`config.mk`:
```
export PLATFORM = sky130hd
export DESIGN_NAME = rwl_lock_unit
export DESIGN_NICKNAME = d
export VERILOG_FILES = /design/src/shared/rwl_pkg.sv /design/src/shared/rwl_rd_if.sv /design/src/verilog/rwl_clear_decode.sv /design/src/verilog/rwl_lock_unit.sv
export SDC_FILE = /design/constraint.sdc
export NUM_CORES = 1
export LEC_CHECK = 0
export ABC_AREA = 1
export BUFFER_PORTS_ARGS = -buffer_cell sky130_fd_sc_hd__buf_2
export CORE_ASPECT_RATIO = 1.25
export CORE_MARGIN = 4
export CORE_UTILIZATION = 40
export CTS_BUF_LIST = sky130_fd_sc_hd__clkbuf_8
export CTS_CLUSTER_DIAMETER = 150
export DETAILED_ROUTE_END_ITERATION = 8
export GPL_TIMING_DRIVEN = 0
export PLACE_DENSITY = 0.7
export SYNTH_ARGS = -nofsm -noshare
export SYNTH_HDL_FRONTEND = slang
export SYNTH_SLANG_ARGS = --single-unit
```
`constraint.sdc`:
```
create_clock -name ref_clk -period 3.2 [get_ports ref_clk]
set_input_delay 0.48 -clock ref_clk [delete_from_list [all_inputs] [get_ports ref_clk]]
set_output_delay 0.48 -clock ref_clk [all_outputs]
set_load 0.02 [all_outputs]
```
`src/shared/rwl_pkg.sv`:
```
// constants and state types for the register write lock and read-clear unit
package rwl_pkg;

    // ------------------------------------------------------------------
    // register bus geometry
    // ------------------------------------------------------------------
    localparam int RWL_ADDR_W = 10;
    localparam int RWL_DATA_W = 16;
    localparam int RWL_CLR_N = 9;

    // ------------------------------------------------------------------
    // register offsets
    // ------------------------------------------------------------------
    localparam logic [9:0] RWL_WRITE_PROTECT_CONTROL_ADDR = 10'h1CD;
    localparam logic [9:0] RWL_READ_CLEAR_CONFIG_ADDR = 10'h1CE;
    localparam logic [9:0] RWL_UNLOCK_KEY_ADDR = 10'h1CF;

    // ------------------------------------------------------------------
    // write_protect_control fields and reset value
    // ------------------------------------------------------------------
    localparam int RWL_GLOBAL_LOCK_BIT = 0;
    localparam int RWL_RAM_ONE_TAIL_GUARD_BIT = 1;
    localparam int RWL_RAM_TWO_TAIL_GUARD_BIT = 2;
    localparam int RWL_LOCK_W = 3;
    localparam logic [2:0] RWL_LOCK_RESET = 3'h0;

    // ------------------------------------------------------------------
    // read_clear_config fields and reset value
    // ------------------------------------------------------------------
    localparam int RWL_DRIVE_STATUS_CLEAR_ON_READ_BIT = 0;
    localparam int RWL_DIAG_FIRST_BIT = 1;
    localparam int RWL_STAT_FIRST_BIT = 5;
    localparam logic [8:0] RWL_READ_CLEAR_RESET = 9'h000;

    // ------------------------------------------------------------------
    // unlock key value
    // ------------------------------------------------------------------
    localparam logic [15:0] RWL_UNLOCK_KEY_VALUE = 16'h1337;

    // ------------------------------------------------------------------
    // read-clear targets, entry i is enabled by config bit i
    // each entry names a pair of addresses; single targets repeat one
    // ------------------------------------------------------------------
    localparam logic [8:0][9:0] RWL_CLR_ADDR_A = {
        10'h1E3, 10'h1E2, 10'h1E1, 10'h1E0,
        10'h168, 10'h166, 10'h164, 10'h162,
        10'h1E4
    };
    localparam logic [8:0][9:0] RWL_CLR_ADDR_B = {
        10'h1E3, 10'h1E2, 10'h1E1, 10'h1E0,
        10'h169, 10'h167, 10'h165, 10'h163,
        10'h1E4
    };

    // ------------------------------------------------------------------
    // unit state, one register set
    // ------------------------------------------------------------------
    typedef struct packed {
        logic [2:0] lock;
        logic [8:0] clrCfg;
        logic [15:0] rdData;
        logic rdValid;
        logic wrGrant;
        logic [9:0] wrAddr;
        logic [15:0] wrData;
        logic [8:0] clr;
    } rwl_state_t;

endpackage

```
`src/shared/rwl_rd_if.sv`:
```
// read-clear decode signals between the unit and its decoder
`timescale 1ns/1ps
interface rwl_rd_if;
    logic rdEn;
    logic rdExternal;
    logic [9:0] rdAddr;
    logic ucWrEn;
    logic [9:0] ucWrAddr;
    logic [8:0] clrCfg;
    logic [8:0] clrHit;

    modport unit (
        output rdEn,
        output rdExternal,
        output rdAddr,
        output ucWrEn,
        output ucWrAddr,
        output clrCfg,
        input clrHit
    );

    modport decoder (
        input rdEn,
        input rdExternal,
        input rdAddr,
        input ucWrEn,
        input ucWrAddr,
        input clrCfg,
        output clrHit
    );
endinterface

```
`src/verilog/rwl_clear_decode.sv`:
```
// decoder that picks which status registers clear on an external read
`timescale 1ns/1ps
module rwl_clear_decode (
    // decode request and result
    rwl_rd_if.decoder rd
);

    // ------------------------------------------------------------------
    // per target decode
    // ------------------------------------------------------------------
    genvar i;
    generate
        for (i = 0; i < rwl_pkg::RWL_CLR_N; i = i + 1)
        begin : gTarget
            logic rdHit;
            logic ucHit;
            // read address hits either address of the pair
            assign rdHit = (rd.rdAddr == rwl_pkg::RWL_CLR_ADDR_A[i])
                || (rd.rdAddr == rwl_pkg::RWL_CLR_ADDR_B[i]);
            // microcore writes the very register being read
            assign ucHit = rd.ucWrEn && (rd.ucWrAddr == rd.rdAddr);
            // only external reads clear, backdoor reads never do
            assign rd.clrHit[i] = rd.rdEn && rd.rdExternal
                && rd.clrCfg[i] && rdHit
                && !ucHit;
        end
    endgenerate

endmodule

```
`src/verilog/rwl_lock_unit.sv`:
```
// register write lock and clear-on-read configuration unit
//
// Function
// writing one to bit zero locks
// lock blocks writes to lockable registers only
// writing zero never clears global lock
// key 0x1337 clears whole lock register
// global lock leaves ram tails alone
// bits one, two guard each ram tail
// config bits enable clear on external read
// backdoor microcore reads never clear anything
// bit zero clears drive status on read
// four bits clear diagnosis error pairs
// bits five to eight clear core status
// read colliding with microcore write keeps update
// tail guard bits protect themselves once set
`timescale 1ns/1ps
module rwl_lock_unit (
    // clock and reset
    input wire logic ref_clk,
    input wire logic rst,
    // register write request from the serial slave
    input wire logic regWrEn,
    input wire logic [9:0] regWrAddr,
    input wire logic [15:0] regWrData,
    input wire logic regWrLockable,
    input wire logic regWrRamOneTail,
    input wire logic regWrRamTwoTail,
    // register read request
    input wire logic regRdEn,
    input wire logic regRdExternal,
    input wire logic [9:0] regRdAddr,
    // microcore write seen in the same cycle
    input wire logic ucWrEn,
    input wire logic [9:0] ucWrAddr,
    // granted write passed on to the register file
    output logic wrGrant,
    output logic [9:0] wrGrantAddr,
    output logic [15:0] wrGrantData,
    // read answer for this unit's own registers
    output logic regRdValid,
    output logic [15:0] regRdData,
    // lock state
    output logic globalLock,
    output logic ramOneTailGuard,
    output logic ramTwoTailGuard,
    // clear-on-read pulses
    output logic driveStatusClear,
    output logic [3:0] diagClear,
    output logic [3:0] statClear
);

    // ------------------------------------------------------------------
    // state and decode wiring
    // ------------------------------------------------------------------
    rwl_pkg::rwl_state_t state_q;
    rwl_pkg::rwl_state_t state_d;
    rwl_rd_if rdBus ();
    logic wrLockReg;
    logic wrClrReg;
    logic wrKeyReg;
    logic keyMatch;
    logic lockBlocks;
    logic tailOneBlocks;
    logic tailTwoBlocks;
    logic anyTail;
    logic rdLockReg;
    logic rdClrReg;
    logic rdKeyReg;

    // ------------------------------------------------------------------
    // clear-on-read decoder
    // ------------------------------------------------------------------
    // feed the decoder with the current read and microcore write
    assign rdBus.rdEn = regRdEn;
    assign rdBus.rdExternal = regRdExternal;
    assign rdBus.rdAddr = regRdAddr;
    assign rdBus.ucWrEn = ucWrEn;
    assign rdBus.ucWrAddr = ucWrAddr;
    assign rdBus.clrCfg = state_q.clrCfg;

    rwl_clear_decode uDecode (
        .rd (rdBus.decoder)
    );

    // ------------------------------------------------------------------
    // address decode of own registers
    // ------------------------------------------------------------------
    // write strobes for the three registers of this unit
    assign wrLockReg = regWrEn
        && (regWrAddr == rwl_pkg::RWL_WRITE_PROTECT_CONTROL_ADDR);
    assign wrClrReg = regWrEn
        && (regWrAddr == rwl_pkg::RWL_READ_CLEAR_CONFIG_ADDR);
    assign wrKeyReg = regWrEn
        && (regWrAddr == rwl_pkg::RWL_UNLOCK_KEY_ADDR);
    assign keyMatch = wrKeyReg
        && (regWrData == rwl_pkg::RWL_UNLOCK_KEY_VALUE);

    // read selects for the three registers of this unit
    assign rdLockReg = regRdEn
        && (regRdAddr == rwl_pkg::RWL_WRITE_PROTECT_CONTROL_ADDR);
    assign rdClrReg = regRdEn
        && (regRdAddr == rwl_pkg::RWL_READ_CLEAR_CONFIG_ADDR);
    assign rdKeyReg = regRdEn
        && (regRdAddr == rwl_pkg::RWL_UNLOCK_KEY_ADDR);

    // ------------------------------------------------------------------
    // write protection decisions
    // ------------------------------------------------------------------
    // a ram tail write is judged by its own guard only
    assign anyTail = regWrRamOneTail || regWrRamTwoTail;
    // global lock blocks lockable writes outside the ram tails
    assign lockBlocks = state_q.lock[rwl_pkg::RWL_GLOBAL_LOCK_BIT]
        && regWrLockable && !anyTail;
    // each tail guard blocks its own ram tail independently
    assign tailOneBlocks = regWrRamOneTail
        && state_q.lock[rwl_pkg::RWL_RAM_ONE_TAIL_GUARD_BIT];
    assign tailTwoBlocks = regWrRamTwoTail
        && state_q.lock[rwl_pkg::RWL_RAM_TWO_TAIL_GUARD_BIT];

    // ------------------------------------------------------------------
    // next state
    // ------------------------------------------------------------------
    always_comb
    begin
        state_d = state_q;

        // lock bits only ever go up by writes; zeros leave them set
        if (wrLockReg)
        begin
            state_d.lock[rwl_pkg::RWL_GLOBAL_LOCK_BIT] =
                state_q.lock[rwl_pkg::RWL_GLOBAL_LOCK_BIT]
                | regWrData[rwl_pkg::RWL_GLOBAL_LOCK_BIT];
            state_d.lock[rwl_pkg::RWL_RAM_ONE_TAIL_GUARD_BIT] =
                state_q.lock[rwl_pkg::RWL_RAM_ONE_TAIL_GUARD_BIT]
                | regWrData[rwl_pkg::RWL_RAM_ONE_TAIL_GUARD_BIT];
            state_d.lock[rwl_pkg::RWL_RAM_TWO_TAIL_GUARD_BIT] =
                state_q.lock[rwl_pkg::RWL_RAM_TWO_TAIL_GUARD_BIT]
                | regWrData[rwl_pkg::RWL_RAM_TWO_TAIL_GUARD_BIT];
        end

        // the right key wipes the whole lock register
        if (keyMatch)
        begin
            state_d.lock = rwl_pkg::RWL_LOCK_RESET;
        end

        // read-clear configuration is never locked
        if (wrClrReg)
        begin
            state_d.clrCfg = regWrData[8:0];
        end

        // other writes pass on unless a lock blocks them
        state_d.wrGrant = regWrEn && !wrLockReg && !wrClrReg
            && !wrKeyReg && !lockBlocks
            && !tailOneBlocks && !tailTwoBlocks;
        state_d.wrAddr = regWrAddr;
        state_d.wrData = regWrData;

        // read answer for own registers; key reads back as zero
        state_d.rdValid = rdLockReg || rdClrReg || rdKeyReg;
        state_d.rdData = 16'h0000;
        if (rdLockReg)
        begin
            state_d.rdData = {13'h0000, state_q.lock};
        end
        else if (rdClrReg)
        begin
            state_d.rdData = {7'h00, state_q.clrCfg};
        end

        // one-cycle clear pulses for enabled external reads
        state_d.clr = rdBus.clrHit;
    end

    // ------------------------------------------------------------------
    // state register
    // ------------------------------------------------------------------
    always_ff @(posedge ref_clk or posedge rst)
    begin
        if (rst)
        begin
            state_q.lock <= rwl_pkg::RWL_LOCK_RESET;
            state_q.clrCfg <= rwl_pkg::RWL_READ_CLEAR_RESET;
            state_q.rdData <= 16'h0000;
            state_q.rdValid <= 1'b0;
            state_q.wrGrant <= 1'b0;
            state_q.wrAddr <= 10'h000;
            state_q.wrData <= 16'h0000;
            state_q.clr <= 9'h000;
        end
        else
        begin
            state_q <= state_d;
        end
    end

    // ------------------------------------------------------------------
    // outputs straight from the state register
    // ------------------------------------------------------------------
    assign wrGrant = state_q.wrGrant;
    assign wrGrantAddr = state_q.wrAddr;
    assign wrGrantData = state_q.wrData;
    assign regRdValid = state_q.rdValid;
    assign regRdData = state_q.rdData;
    assign globalLock = state_q.lock[rwl_pkg::RWL_GLOBAL_LOCK_BIT];
    assign ramOneTailGuard =
        state_q.lock[rwl_pkg::RWL_RAM_ONE_TAIL_GUARD_BIT];
    assign ramTwoTailGuard =
        state_q.lock[rwl_pkg::RWL_RAM_TWO_TAIL_GUARD_BIT];
    assign driveStatusClear =
        state_q.clr[rwl_pkg::RWL_DRIVE_STATUS_CLEAR_ON_READ_BIT];
    assign diagClear = state_q.clr[4:1];
    assign statClear = state_q.clr[8:5];

endmodule
```
==> reports/summary.txt, run 1 <==
LOGIC SYNTHESIS
-----------------------------------------------------------------------------------------------
Ys async rst share                                                                         100%
Largest cells by area after synthesis                                              dfrtp_1, nand2_1, inv_1
Post-Syn Area                                                                          2390 um2
Most frequent cell after synthesis                                                      dfrtp_1
Syn. warnings                                                                                 0
Number of standard cells after synthesis                                                    248
Cell taking the most area after synthesis                                               dfrtp_1
Register bit total from synthesis                                                            58
Area fraction of the dominant cell type after synthesis                                   60.7%
Synthesized area per cell                                                              9.64 um2
Distinct cell type count after synthesis                                                     27
Register area share after synthesis                                                       60.7%
Top FF cell, synth                                                                      dfrtp_1
Number of synthesized flops with an enable pin                                                0
Top post-synthesis cells by count                                                  dfrtp_1, nand2_1, inv_1, nor2_1

PLACE
-----------------------------------------------------------------------------------------------
Worst slack at placement                                                                1.52 ns
Port Buffers                                                                                103
Estimated wirelength of the detail-placed design                                        4370 um
Routability Congestion                                                                    0.803

GLOBAL ROUTE
-----------------------------------------------------------------------------------------------
Via count of the first global-routing pass                                                2,055
Initial antenna violation count                                                               0
Global-route wire length before repair                                                  9140 um
Global-route congestion overflow total                                                        0
Pin count of the biggest net entering global routing                                         45
GRT Total Usage                                                                           16.3%

CELLS AND AREA
-----------------------------------------------------------------------------------------------
Area growth from synthesis to layout                                                      34.6%
Number of antenna cells inserted                                                              0
Fill count                                                                                  530
Final net count                                                                             424
Area occupied by multi-input gates                                                      747 um2
Sequential cell area in the final layout                                               1450 um2
Share of cells above drive strength 1                                                     37.8%

SETUP PATH
-----------------------------------------------------------------------------------------------
Cell with the biggest individual delay on the critical path                             dfrtp_1
Data arrival time of the worst path                                                     0.93 ns
Worst path top cell family by delay                                                  flip-flops
Crit path max fanout                                                                          4
Slowest stage delay, CP                                                                 0.41 ns
Worst endpoint required time                                                            2.72 ns
Setup crit end kind                                                                  output pin
Sum of buffers and inverters on the critical path                                             1
Category of the critical setup timing path                                         flop to output pin
Kind of start point of the critical path                                                   flop
Chain of cells forming the critical path                                                  buf_2

CLOCK TREE
-----------------------------------------------------------------------------------------------
CTS tree                                                                                   done
Worst skew pair latency                                                                 0.33 ns
Count of cells resized by post-cts repair                                                     0
Hold buffers post-CTS                                                                         0
Clock input transition at the sequential cells of the worst setup and hold paths        0.06 ns
Setup Buffers After CTS                                                                       0
CTS H-tree lvls                                                                               3
Max clock buf depth                                                                           2
CTS sink count                                                                               58
CTS Root Buffer Type                                                                   clkbuf_8
Number of clock buffers inserted by TritonCTS                                                 9

DETAILED ROUTING
-----------------------------------------------------------------------------------------------
Detailed Route WL                                                                       5540 um
DRT iter0 DRCs                                                                               63
Via count of the routed design                                                            2,012
First-pass detailed-route iteration total                                                     4
Antenna violation net count after detailed routing                                            0
Residual DRC                                                                                  0
Routed wire length per instance                                                         12.6 um
DR vias/cell                                                                               4.58

POWER
-----------------------------------------------------------------------------------------------
Worst supply voltage drop on vdd                                                         289 uV
Power density over the cells                                                         483 nW/um2
Total leakage power                                                                     1.81 nW

FLOORPLAN
-----------------------------------------------------------------------------------------------
Height of the die                                                                       94.4 um
Full die area                                                                          7280 um2
Num ports                                                                                   111
Initial cell density of the core                                                          41.4%
Die span in x                                                                           77.1 um
Total number of placement rows                                                               31
Area of the core region                                                                5780 um2

STA
-----------------------------------------------------------------------------------------------
Unrepaired setup endpoints after global routing                                              no
Share of the clock period used by the worst path                                          44.2%
Clock skew                                                                           0.00527 ns
Final Hold Viols                                                                              0
Final-report max-slew violation count                                                         0
Total negative slack                                                                       0 ns
Final-report setup violation count                                                            0
Min Tclk post-route                                                                     1.41 ns
Fmax                                                                                    707 MHz
Worst Setup Slack, final                                                                1.79 ns

WORST HOLD PATH
-----------------------------------------------------------------------------------------------
Type of the tightest min-delay check                                               input pin to async pin

FLOW RUN
-----------------------------------------------------------------------------------------------
Number of max-cap violations                                                                  0

STATUS
-----------------------------------------------------------------------------------------------
Result of the run                                                                  finished clean

## worst register-to-register path, cell delays in order (launching register included)
cell and delay, ns:
dfrtp_1 0.32, inv_1 0.08, nor4_1 0.24, nand3b_1 0.10, nor2b_1 0.13
## metal layers
metal	wire, um	track usage, %	vias up
met3	405	5.25	13
met5	0	0	-
met2	2960	29.1	78
met1	2040	17.2	914
li1	-	-	1007
met4	133	8.16	0
## cells by family (layout without fill, tap and decap cells)
group | count (synthesis) | in the layout | synth area share, %
AO/OA/AOI/OAI | 17 | 17 | 5.08
other | 1 | 7 | 0.157
flip-flops | 58 | 58 | 60.7
XOR/XNOR | 2 | 2 | 0.733
buffers and inverters | 48 | 167 | 8.95
AND/OR/NAND/NOR | 122 | 122 | 24.3
## final cells by class
cell class	instances	area share [%]
flip-flops and latches	58	45.1
multi-input cells	148	23.2
repair buffers	104	16.7
inverters	40	4.67
clock buffers	10	4.28
well taps	66	2.57
plain buffers	8	1.98
clock inverters	5	1.48
## state kept, by name, indices dropped and copies added, names as in the netlist
| name | cells |
|---|---|
| wrGrantData | 16 |
| wrGrantAddr | 10 |
| rdBus.clrCfg | 9 |
| regRdData | 9 |
| diagClear | 4 |
| statClear | 4 |
| driveStatusClear | 1 |
| globalLock | 1 |
| ramOneTailGuard | 1 |
| ramTwoTailGuard | 1 |
| regRdValid | 1 |
| wrGrant | 1 |
## cell usage in the layout (no fill, tap or decap), drive strengths merged, types with 2 or more instances in the layout
master / instances
dfrtp: 58
nor2b: 3
nand4: 11
nor2: 37
nand2: 45
nand3b: 2
inv: 42
buf: 112
clkbuf: 10
a21oi: 10
nand3: 13
conb: 7
o21ai: 6
clkinv: 2
nor3: 7
## final timing paths
path                                                   from                     endpoint  slack, ns  cells past startpoint
worst max register to register  rdBus.clrCfg[4]$_DFFE_PP0P_       diagClear[3]$_DFF_PP0_       2.25                      4
max in group asynchronous                               rst  rdBus.clrCfg[2]$_DFFE_PP0P_       2.60                      3
worst min register to register  rdBus.clrCfg[6]$_DFFE_PP0P_  rdBus.clrCfg[6]$_DFFE_PP0P_       0.53                      2
worst max-delay path            ramTwoTailGuard$_DFFE_PP0P_              ramTwoTailGuard       1.79                      1
worst min-delay path                                    rst       regRdData[5]$_DFF_PP0_       0.09                      2
min in group ref_clk                          regWrData[15]    wrGrantData[15]$_DFF_PP0_       0.26                      1
## power breakdown
part | internal (mW) | switching (mW)
Sequential | 0.752 | 0.00491
Combinational | 0.0608 | 0.104
Clock | 0.367 | 0.265
## per-stage QoR
step	area [um2]	std cells	util (%)	total power [mW]	hold slack, ns
global placement	3010	423	52.1	0.931	0.504
detailed placement	3030	424	52.4	0.937	0.445
floorplan	2410	254	-	0.858	0.478
CTS	3220	439	55.6	1.57	0.0836
global route	3220	439	55.6	1.62	0.102
finish	3220	439	55.6	1.55	0.0861
No activity file was read; power rests on OpenSTA's default activity.
==> inputs of run 2 (changes only) <==
Settings changed: PLACE_DENSITY 0.7 to 0.73.
Clock period 3.2 ns to 1.3 ns, I/O delays scaled along.
==> run 2 against run 1 <==
Critical path depth is 7 higher. Non-clock buffer count is 22 higher. Utilization is 4.0 points higher. Critical endpoint is now globalLock$_DFFE_PP0P_. Largest power group unchanged.
==> reports/summary.txt, run 2 (synthesis results as in run 1) <==
CELLS AND AREA
-----------------------------------------------------------------------------------------------
Final net count                                                                             446   was 424
Flip-flop count of the largest register, all copies and words added                          16   unchanged
Area growth from synthesis to layout                                                      44.3%   was 34.6%
Number of antenna cells inserted                                                              0   unchanged
Share of the core filled with cells                                                       59.7%   was 55.6%
Cell area after layout                                                                 3450 um2   was 3220 um2
Highest-count cells in the layout ignoring fill and taps                           buf_2, dfrtp_1, nand2_1, inv_1, nor2_1   unchanged
Share of cells above drive strength 1                                                     36.1%   was 37.8%
Post-Layout Cell Count                                                                      462   was 439
Most common cell after layout, fill and taps aside                                        buf_2   unchanged

POWER
-----------------------------------------------------------------------------------------------
Total leakage power                                                                     1.90 nW   was 1.81 nW
Sw Ratio                                                                                  23.4%   was 24.0%
Worst supply voltage drop on vdd                                                         940 uV   was 289 uV
Gate power share                                                                          11.8%   was 10.6%
Clock network fraction of total power                                                     40.4%   was 40.7%
Power density over the cells                                                        1130 nW/um2   was 483 nW/um2
Switching pwr                                                                            911 uW   was 373 uW
Cell internal power dissipation                                                         2.98 mW   was 1.18 mW
Post-route total power                                                                  3.89 mW   was 1.55 mW
Portion of total power attributed to sequential cells                                     47.9%   was 48.7%

DETAILED ROUTING
-----------------------------------------------------------------------------------------------
DR vias/cell                                                                               4.61   was 4.58
Via count of the routed design                                                            2,131   was 2,012
First-pass detailed-route iteration total                                                     4   unchanged
Routed wire length per instance                                                         12.9 um   was 12.6 um
Residual DRC                                                                                  0   unchanged
Detailed Route WL                                                                       5980 um   was 5540 um
DRT iter0 DRCs                                                                              130   was 63
Antenna violation net count after detailed routing                                            0   unchanged

PLACE
-----------------------------------------------------------------------------------------------
Placed Instance Area                                                                   3010 um2   was 3030 um2
Worst slack at placement                                                             -0.0910 ns   was 1.52 ns
Estimated wirelength of the detail-placed design                                        4370 um   about the same
Port Buffers                                                                                103   unchanged
Dpl cells                                                                                   423   was 424
Routability Congestion                                                                    0.797   was 0.803

GLOBAL ROUTE
-----------------------------------------------------------------------------------------------
Global-route congestion overflow total                                                        0   unchanged
Via count of the first global-routing pass                                                2,180   was 2,055
GRT Total Usage                                                                           17.2%   was 16.3%
Initial antenna violation count                                                               0   unchanged
Global-route wire length before repair                                                  9680 um   was 9140 um
Pin count of the biggest net entering global routing                                         59   was 45

SETUP PATH
-----------------------------------------------------------------------------------------------
Sum of buffers and inverters on the critical path                                             2   was 1
Slowest stage delay, CP                                                                 0.54 ns   was 0.41 ns
Kind of start point of the critical path                                              input pin   was flop
Data arrival time of the worst path                                                     1.43 ns   was 0.93 ns
Setup crit end kind                                                                        flop   was output pin
Cell with the biggest individual delay on the critical path                        dlygate4sd3_1   was dfrtp_1
Crit path max fanout                                                                          3   was 4
Top cell by count, worst path                                                            nor2_1
Category of the critical setup timing path                                         input pin to flop   was flop to output pin
Worst path top cell family by delay                                                buffers and inverters   was flip-flops
Chain of cells forming the critical path                                           dlygate4sd3_1 > buf_2 > nor2_1 > nand3_1 > nor2_1 > nand2_1 > nor2_2 > a21oi_1   was buf_2
Worst endpoint required time                                                            1.51 ns   was 2.72 ns

STA
-----------------------------------------------------------------------------------------------
Min Tclk post-route                                                                     1.22 ns
Post-route worst hold slack                                                           0.0342 ns   was 0.0861 ns
Clock skew                                                                           0.00427 ns   was 0.00527 ns
Final-report max-slew violation count                                                         0   unchanged
Worst Setup Slack, final                                                              0.0775 ns   was 1.79 ns
Fmax                                                                                    818 MHz
Final Hold Viols                                                                              0   unchanged
Unrepaired setup endpoints after global routing                                              no   unchanged
Total negative slack                                                                       0 ns   unchanged
Headroom to the max-slew limit                                                            22.5%
Final-report setup violation count                                                            0   unchanged
Share of the clock period used by the worst path                                          94.0%
Slew at the pin closest to its max-slew limit                                           1.16 ns

FLOORPLAN
-----------------------------------------------------------------------------------------------
Die span in x                                                                           77.1 um   unchanged
Height of the die                                                                       94.4 um   unchanged
Initial cell density of the core                                                          41.4%   unchanged
Area of the core region                                                                5780 um2   unchanged
Total number of placement rows                                                               31   unchanged
Num ports                                                                                   111   unchanged
Full die area                                                                          7280 um2   unchanged

CLOCK TREE
-----------------------------------------------------------------------------------------------
Number of clock buffers inserted by TritonCTS                                                 9   unchanged
CTS tree                                                                                   done   unchanged
CTS H-tree lvls                                                                               3   unchanged
CTS sink count                                                                               58   unchanged
Worst skew pair latency                                                                 0.32 ns   was 0.33 ns
Max clock buf depth                                                                           2   unchanged
Clock input transition at the sequential cells of the worst setup and hold paths        0.06 ns   about the same
CTS Root Buffer Type                                                                   clkbuf_8   unchanged

STATUS
-----------------------------------------------------------------------------------------------
Result of the run                                                                  finished clean   unchanged

FLOW RUN
-----------------------------------------------------------------------------------------------
Number of max-cap violations                                                                  0   unchanged

WORST HOLD PATH
-----------------------------------------------------------------------------------------------
Type of the tightest min-delay check                                               input pin to flop   was input pin to async pin

run 2: cell count changes in the layout (fill, tap and decap cells not counted), sizes merged:
| cell | before | now |
|---|---|---|
| clkinv | 2 | 1 |
| buf | 112 | 111 |
| inv | 42 | 40 |
| clkinvlp | 0 | 1 |
| clkbuf | 10 | 14 |
| dlygate4sd3 | 0 | 23 |
| bufinv | 1 | 0 |
run 2: power by group through the flow:
| stage | combinational [mW] | clock (mW) | sequential (mW) |
|---|---|---|---|
| 2_1_floorplan | 0.157 | 0 | 1.95 |
| 3_3_place_gp | 0.398 | 0 | 1.89 |
| 3_5_place_dp | 0.405 | 0 | 1.90 |
| 4_1_cts | 0.455 | 1.62 | 1.86 |
| 5_1_grt | 0.507 | 1.71 | 1.87 |
| 6_report | 0.458 | 1.57 | 1.86 |
run 2: worst paths after layout:
path / cells past startpoint / end / slack (ns) / start
min reg2reg: 2 / regRdData[7]$_DFF_PP0_ / 0.52 / rdBus.clrCfg[7]$_DFFE_PP0P_
max reg2reg: 4 / diagClear[3]$_DFF_PP0_ / 0.35 / rdBus.clrCfg[4]$_DFFE_PP0P_
max in group asynchronous: 2 / rdBus.clrCfg[1]$_DFFE_PP0P_ / 0.54 / rst
min in group asynchronous: 2 / regRdData[5]$_DFF_PP0_ / 0.15 / rst
min: 1 / wrGrantData[0]$_DFF_PP0_ / 0.03 / regWrData[0]
max: 8 / globalLock$_DFFE_PP0P_ / 0.08 / regWrData[11]
run 2: area by class of cell:
class	instances	area, um2
Multi-Input combinational cell	148	749
Clock buffer	14	193
Sequential cell	58	1450
Timing Repair Buffer	126	746
Clock inverter	2	8.76
Inverter	40	154
Fill cell	490	2330
Tap cell	66	82.6
Buffer	8	63.8
run 2: timing repair:
| action | 4_1_cts | 5_1_grt |
|---|---|---|
| endpoints found under the hold margin | 21 | 2 |
| buffers inserted | 0 | 0 |
| gates resized for setup | 0 | 1 |
| endpoints found under the setup margin | 0 | 3 |
| hold buffers | 21 | 2 |
run 2: metal layers:
| layer | share of wire (%) | routed length (um) | track usage (%) | vias to the layer above |
|---|---|---|---|---|
| li1 | - | - | - | 1049 |
| met1 | 38 | 2250 | 18.5 | 995 |
| met2 | 54 | 3220 | 30.8 | 77 |
| met3 | 7.0 | 416 | 5.73 | 10 |
| met4 | 1.7 | 99 | 7.27 | 0 |
| met5 | 0 | 0 | 0 | - |
==> inputs of run 3 (changes only) <==
Settings changed: GPL_ROUTABILITY_DRIVEN set to 0, PLACE_DENSITY 0.73 to 0.7.
==> run 3 against run 2 <==
Cell area is 0.15% lower. First-iteration DRC count decreased by 36%. Cell count down 0.43%. Critical path depth is the same. Worst setup slack gained 0.019 ns. Clock skew fell by 0.0020 ns. Via count is 1.2% lower. Sequential cell count unchanged. Fmax rose by 1.6%. Sequential share of layout area grew 0.061 points. Non-clock buffer count stayed put. Critical path type unchanged.
==> reports/summary.txt, run 3 (synthesis results as in run 1) <==
GLOBAL ROUTE
-----------------------------------------------------------------------------------------------
Global-route wire length before repair                                                  9790 um   was 9680 um
Pin count of the biggest net entering global routing                                         59   unchanged
Global-route congestion overflow total                                                        0   unchanged
Initial antenna violation count                                                               0   unchanged
Via count of the first global-routing pass                                                2,214   was 2,180
GRT Total Usage                                                                           17.4%   was 17.2%

FLOW RUN
-----------------------------------------------------------------------------------------------
Number of max-cap violations                                                                  0   unchanged

SETUP PATH
-----------------------------------------------------------------------------------------------
Startpoint of the lowest-slack register-to-register path                           globalLock$_DFFE_PP0P_   was rdBus.clrCfg[4]$_DFFE_PP0P_
Endpoint of the worst register-to-register path                                    wrGrant$_DFF_PP0_   was diagClear[3]$_DFF_PP0_
Kind of start point of the critical path                                              input pin   unchanged
Data arrival time of the worst path                                                     1.42 ns   was 1.43 ns
Setup slack on the worst flop-to-flop path                                              0.33 ns   was 0.35 ns
Chain of cells forming the critical path                                           dlygate4sd3_1 > buf_2 > inv_1 > nand4_1 > nor2_1 > nand2_1 > nor2_4 > a21oi_1   was dlygate4sd3_1 > buf_2 > nor2_1 > nand3_1 > nor2_1 > nand2_1 > nor2_2 > a21oi_1
Cell with the biggest individual delay on the critical path                        dlygate4sd3_1   unchanged
Critical path launch point                                                         regWrData[3]   was regWrData[11]
Slowest stage delay, CP                                                                 0.54 ns   about the same
Worst endpoint required time                                                            1.52 ns   was 1.51 ns
Crit path max fanout                                                                          3   unchanged
Setup crit end kind                                                                        flop   unchanged
Category of the critical setup timing path                                         input pin to flop   unchanged
Worst Reg-to-Reg Cells                                                                        5   was 4

DETAILED ROUTING
-----------------------------------------------------------------------------------------------
Routed wire length per instance                                                         13.1 um   was 12.9 um
Via count of the routed design                                                            2,106   was 2,131
Residual DRC                                                                                  0   unchanged
Detailed Route WL                                                                       6040 um   was 5980 um
DRT iter0 DRCs                                                                               83   was 130
DR vias/cell                                                                               4.58   was 4.61
Antenna violation net count after detailed routing                                            0   unchanged
First-pass detailed-route iteration total                                                     4   unchanged

WORST HOLD PATH
-----------------------------------------------------------------------------------------------
Launch point of the worst hold path                                                regWrData[1]   was regWrData[0]
Worst Hold Path Cells                                                                         1   unchanged
Endpoint of the worst hold path                                                    wrGrantData[1]$_DFF_PP0_   was wrGrantData[0]$_DFF_PP0_
Type of the tightest min-delay check                                               input pin to flop   unchanged

STA
-----------------------------------------------------------------------------------------------
Headroom to the max-slew limit                                                            21.8%   was 22.5%
Clock skew                                                                           0.00231 ns   was 0.00427 ns
Final-report max-slew violation count                                                         0   unchanged
Worst Setup Slack, final                                                              0.0967 ns   was 0.0775 ns
Share of the clock period used by the worst path                                          92.6%   was 94.0%
Final Hold Viols                                                                              0   unchanged
Min Tclk post-route                                                                     1.20 ns   was 1.22 ns
Unrepaired setup endpoints after global routing                                              no   unchanged
Fmax                                                                                    831 MHz   was 818 MHz
Final-report setup violation count                                                            0   unchanged
Slew at the pin closest to its max-slew limit                                           1.17 ns   was 1.16 ns

POWER
-----------------------------------------------------------------------------------------------
Switching pwr                                                                            934 uW   was 911 uW
Portion of total power attributed to sequential cells                                     47.4%   was 47.9%
Gate power share                                                                          11.6%   was 11.8%
Cell internal power dissipation                                                         3.00 mW   was 2.98 mW
Clock network fraction of total power                                                     41.0%   was 40.4%
Sw Ratio                                                                                  23.7%   was 23.4%
Power density over the cells                                                        1140 nW/um2   was 1130 nW/um2
Total leakage power                                                                     1.89 nW   was 1.90 nW
Worst supply voltage drop on vdd                                                         865 uV   was 940 uV

PLACE
-----------------------------------------------------------------------------------------------
Estimated wirelength of the detail-placed design                                        4390 um   was 4370 um
Worst slack at placement                                                             -0.0940 ns   was -0.0910 ns
Dpl cells                                                                                   423   unchanged
Port Buffers                                                                                103   unchanged

CLOCK TREE
-----------------------------------------------------------------------------------------------
CTS H-tree lvls                                                                               3   unchanged
CTS Root Buffer Type                                                                   clkbuf_8   unchanged
Worst skew pair latency                                                                 0.33 ns   was 0.32 ns
CTS tree                                                                                   done   unchanged
CTS sink count                                                                               58   unchanged
Max clock buf depth                                                                           2   unchanged
Clock input transition at the sequential cells of the worst setup and hold paths        0.06 ns   about the same
Number of clock buffers inserted by TritonCTS                                                 9   unchanged

FLOORPLAN
-----------------------------------------------------------------------------------------------
Total number of placement rows                                                               31   unchanged
Full die area                                                                          7280 um2   unchanged
Area of the core region                                                                5780 um2   unchanged
Height of the die                                                                       94.4 um   unchanged
Die span in x                                                                           77.1 um   unchanged
Initial cell density of the core                                                          41.4%   unchanged
Num ports                                                                                   111   unchanged

CELLS AND AREA
-----------------------------------------------------------------------------------------------
Post-Layout Cell Count                                                                      460   was 462
Flip-flop count of the largest register, all copies and words added                          16   unchanged
Most common cell after layout, fill and taps aside                                        buf_2   unchanged
Area occupied by multi-input gates                                                      754 um2   was 749 um2
Area growth from synthesis to layout                                                      44.1%   was 44.3%
Sequential cell area in the final layout                                               1450 um2   unchanged
Highest-count cells in the layout ignoring fill and taps                           buf_2, dfrtp_1, nand2_1, inv_1, nor2_1   unchanged
Final net count                                                                             446   unchanged
Fill count                                                                                  487   was 490
Number of antenna cells inserted                                                              0   unchanged
Share of cells above drive strength 1                                                     36.0%   was 36.1%

STATUS
-----------------------------------------------------------------------------------------------
Result of the run                                                                  finished clean   unchanged

[run 3: changes by cell type in the layout (fill, tap and decap cells not counted)]
| cell | previous run | this run |
|---|---|---|
| nor2_2 | 1 | 0 |
| clkinv_2 | 1 | 2 |
| inv_1 | 40 | 39 |
| nor2_4 | 0 | 1 |
| clkbuf_8 | 14 | 11 |
| bufinv_16 | 0 | 1 |
[run 3: timing repair]
| action | 4_1_cts | 5_1_grt |
|---|---|---|
| hold endpoints to repair | 21 | 2 |
| resized for setup | 0 | 2 |
| setup endpoints to repair | 0 | 3 |
| setup buffers | 0 | 0 |
| hold buffers | 21 | 2 |
[run 3: stage by stage]
step	utilization (%)	hold WS, ns	area (um2)	power [mW]	TNS [ns]
finish	59.6	0.0331	3440	3.94	0
global route	59.6	0.0250	3440	4.10	0
CTS	59.1	0.000637	3420	3.97	0
detailed placement	52.2	0.318	3010	2.30	-0.460
global placement	52.2	0.315	3010	2.29	-0.256
floorplan	-	0.226	2420	2.11	0
[run 3: how the worst max path moves through the flow]
stage                                              to  slack (ns)
after global placement    rdBus.clrCfg[3]$_DFFE_PP0P_       -0.07
after global routing           globalLock$_DFFE_PP0P_        0.02
after detailed placement  rdBus.clrCfg[3]$_DFFE_PP0P_       -0.09
final                     ramTwoTailGuard$_DFFE_PP0P_         0.1
after CTS                 ramTwoTailGuard$_DFFE_PP0P_        0.02
after floorplan           rdBus.clrCfg[3]$_DFFE_PP0P_        0.16
[run 3: cell type report]
class                   count  area share [%]
well taps                  66            2.40
clock buffers              11            4.40
multi-input cells         148            21.9
clock inverters             3            1.16
plain buffers               8            1.85
flip-flops and latches     58            42.2
inverters                  40            4.47
repair buffers            126            21.7
[run 3: layer usage]
metal	track usage [%]	share of wire, %
met3	4.87	6.7
met1	18.5	37
met5	0	0
met4	8.61	2.2
met2	31.4	55
[run 3: power groups by stage]
| stage | logic (mW) | registers (mW) | clock network (mW) |
|---|---|---|---|
| 2_1_floorplan | 0.157 | 1.95 | 0 |
| 3_5_place_dp | 0.406 | 1.90 | 0 |
| 3_3_place_gp | 0.399 | 1.89 | 0 |
| 4_1_cts | 0.457 | 1.86 | 1.65 |
| 6_report | 0.458 | 1.86 | 1.61 |
| 5_1_grt | 0.506 | 1.87 | 1.73 |
[run 3: worst max-delay path: cells and delay by family]
kind	cells	cell delay (ns)
AOI/OAI and AO/OA	1	0.05
buffers and inverters	3	0.76
and+or+nand+nor	4	0.43
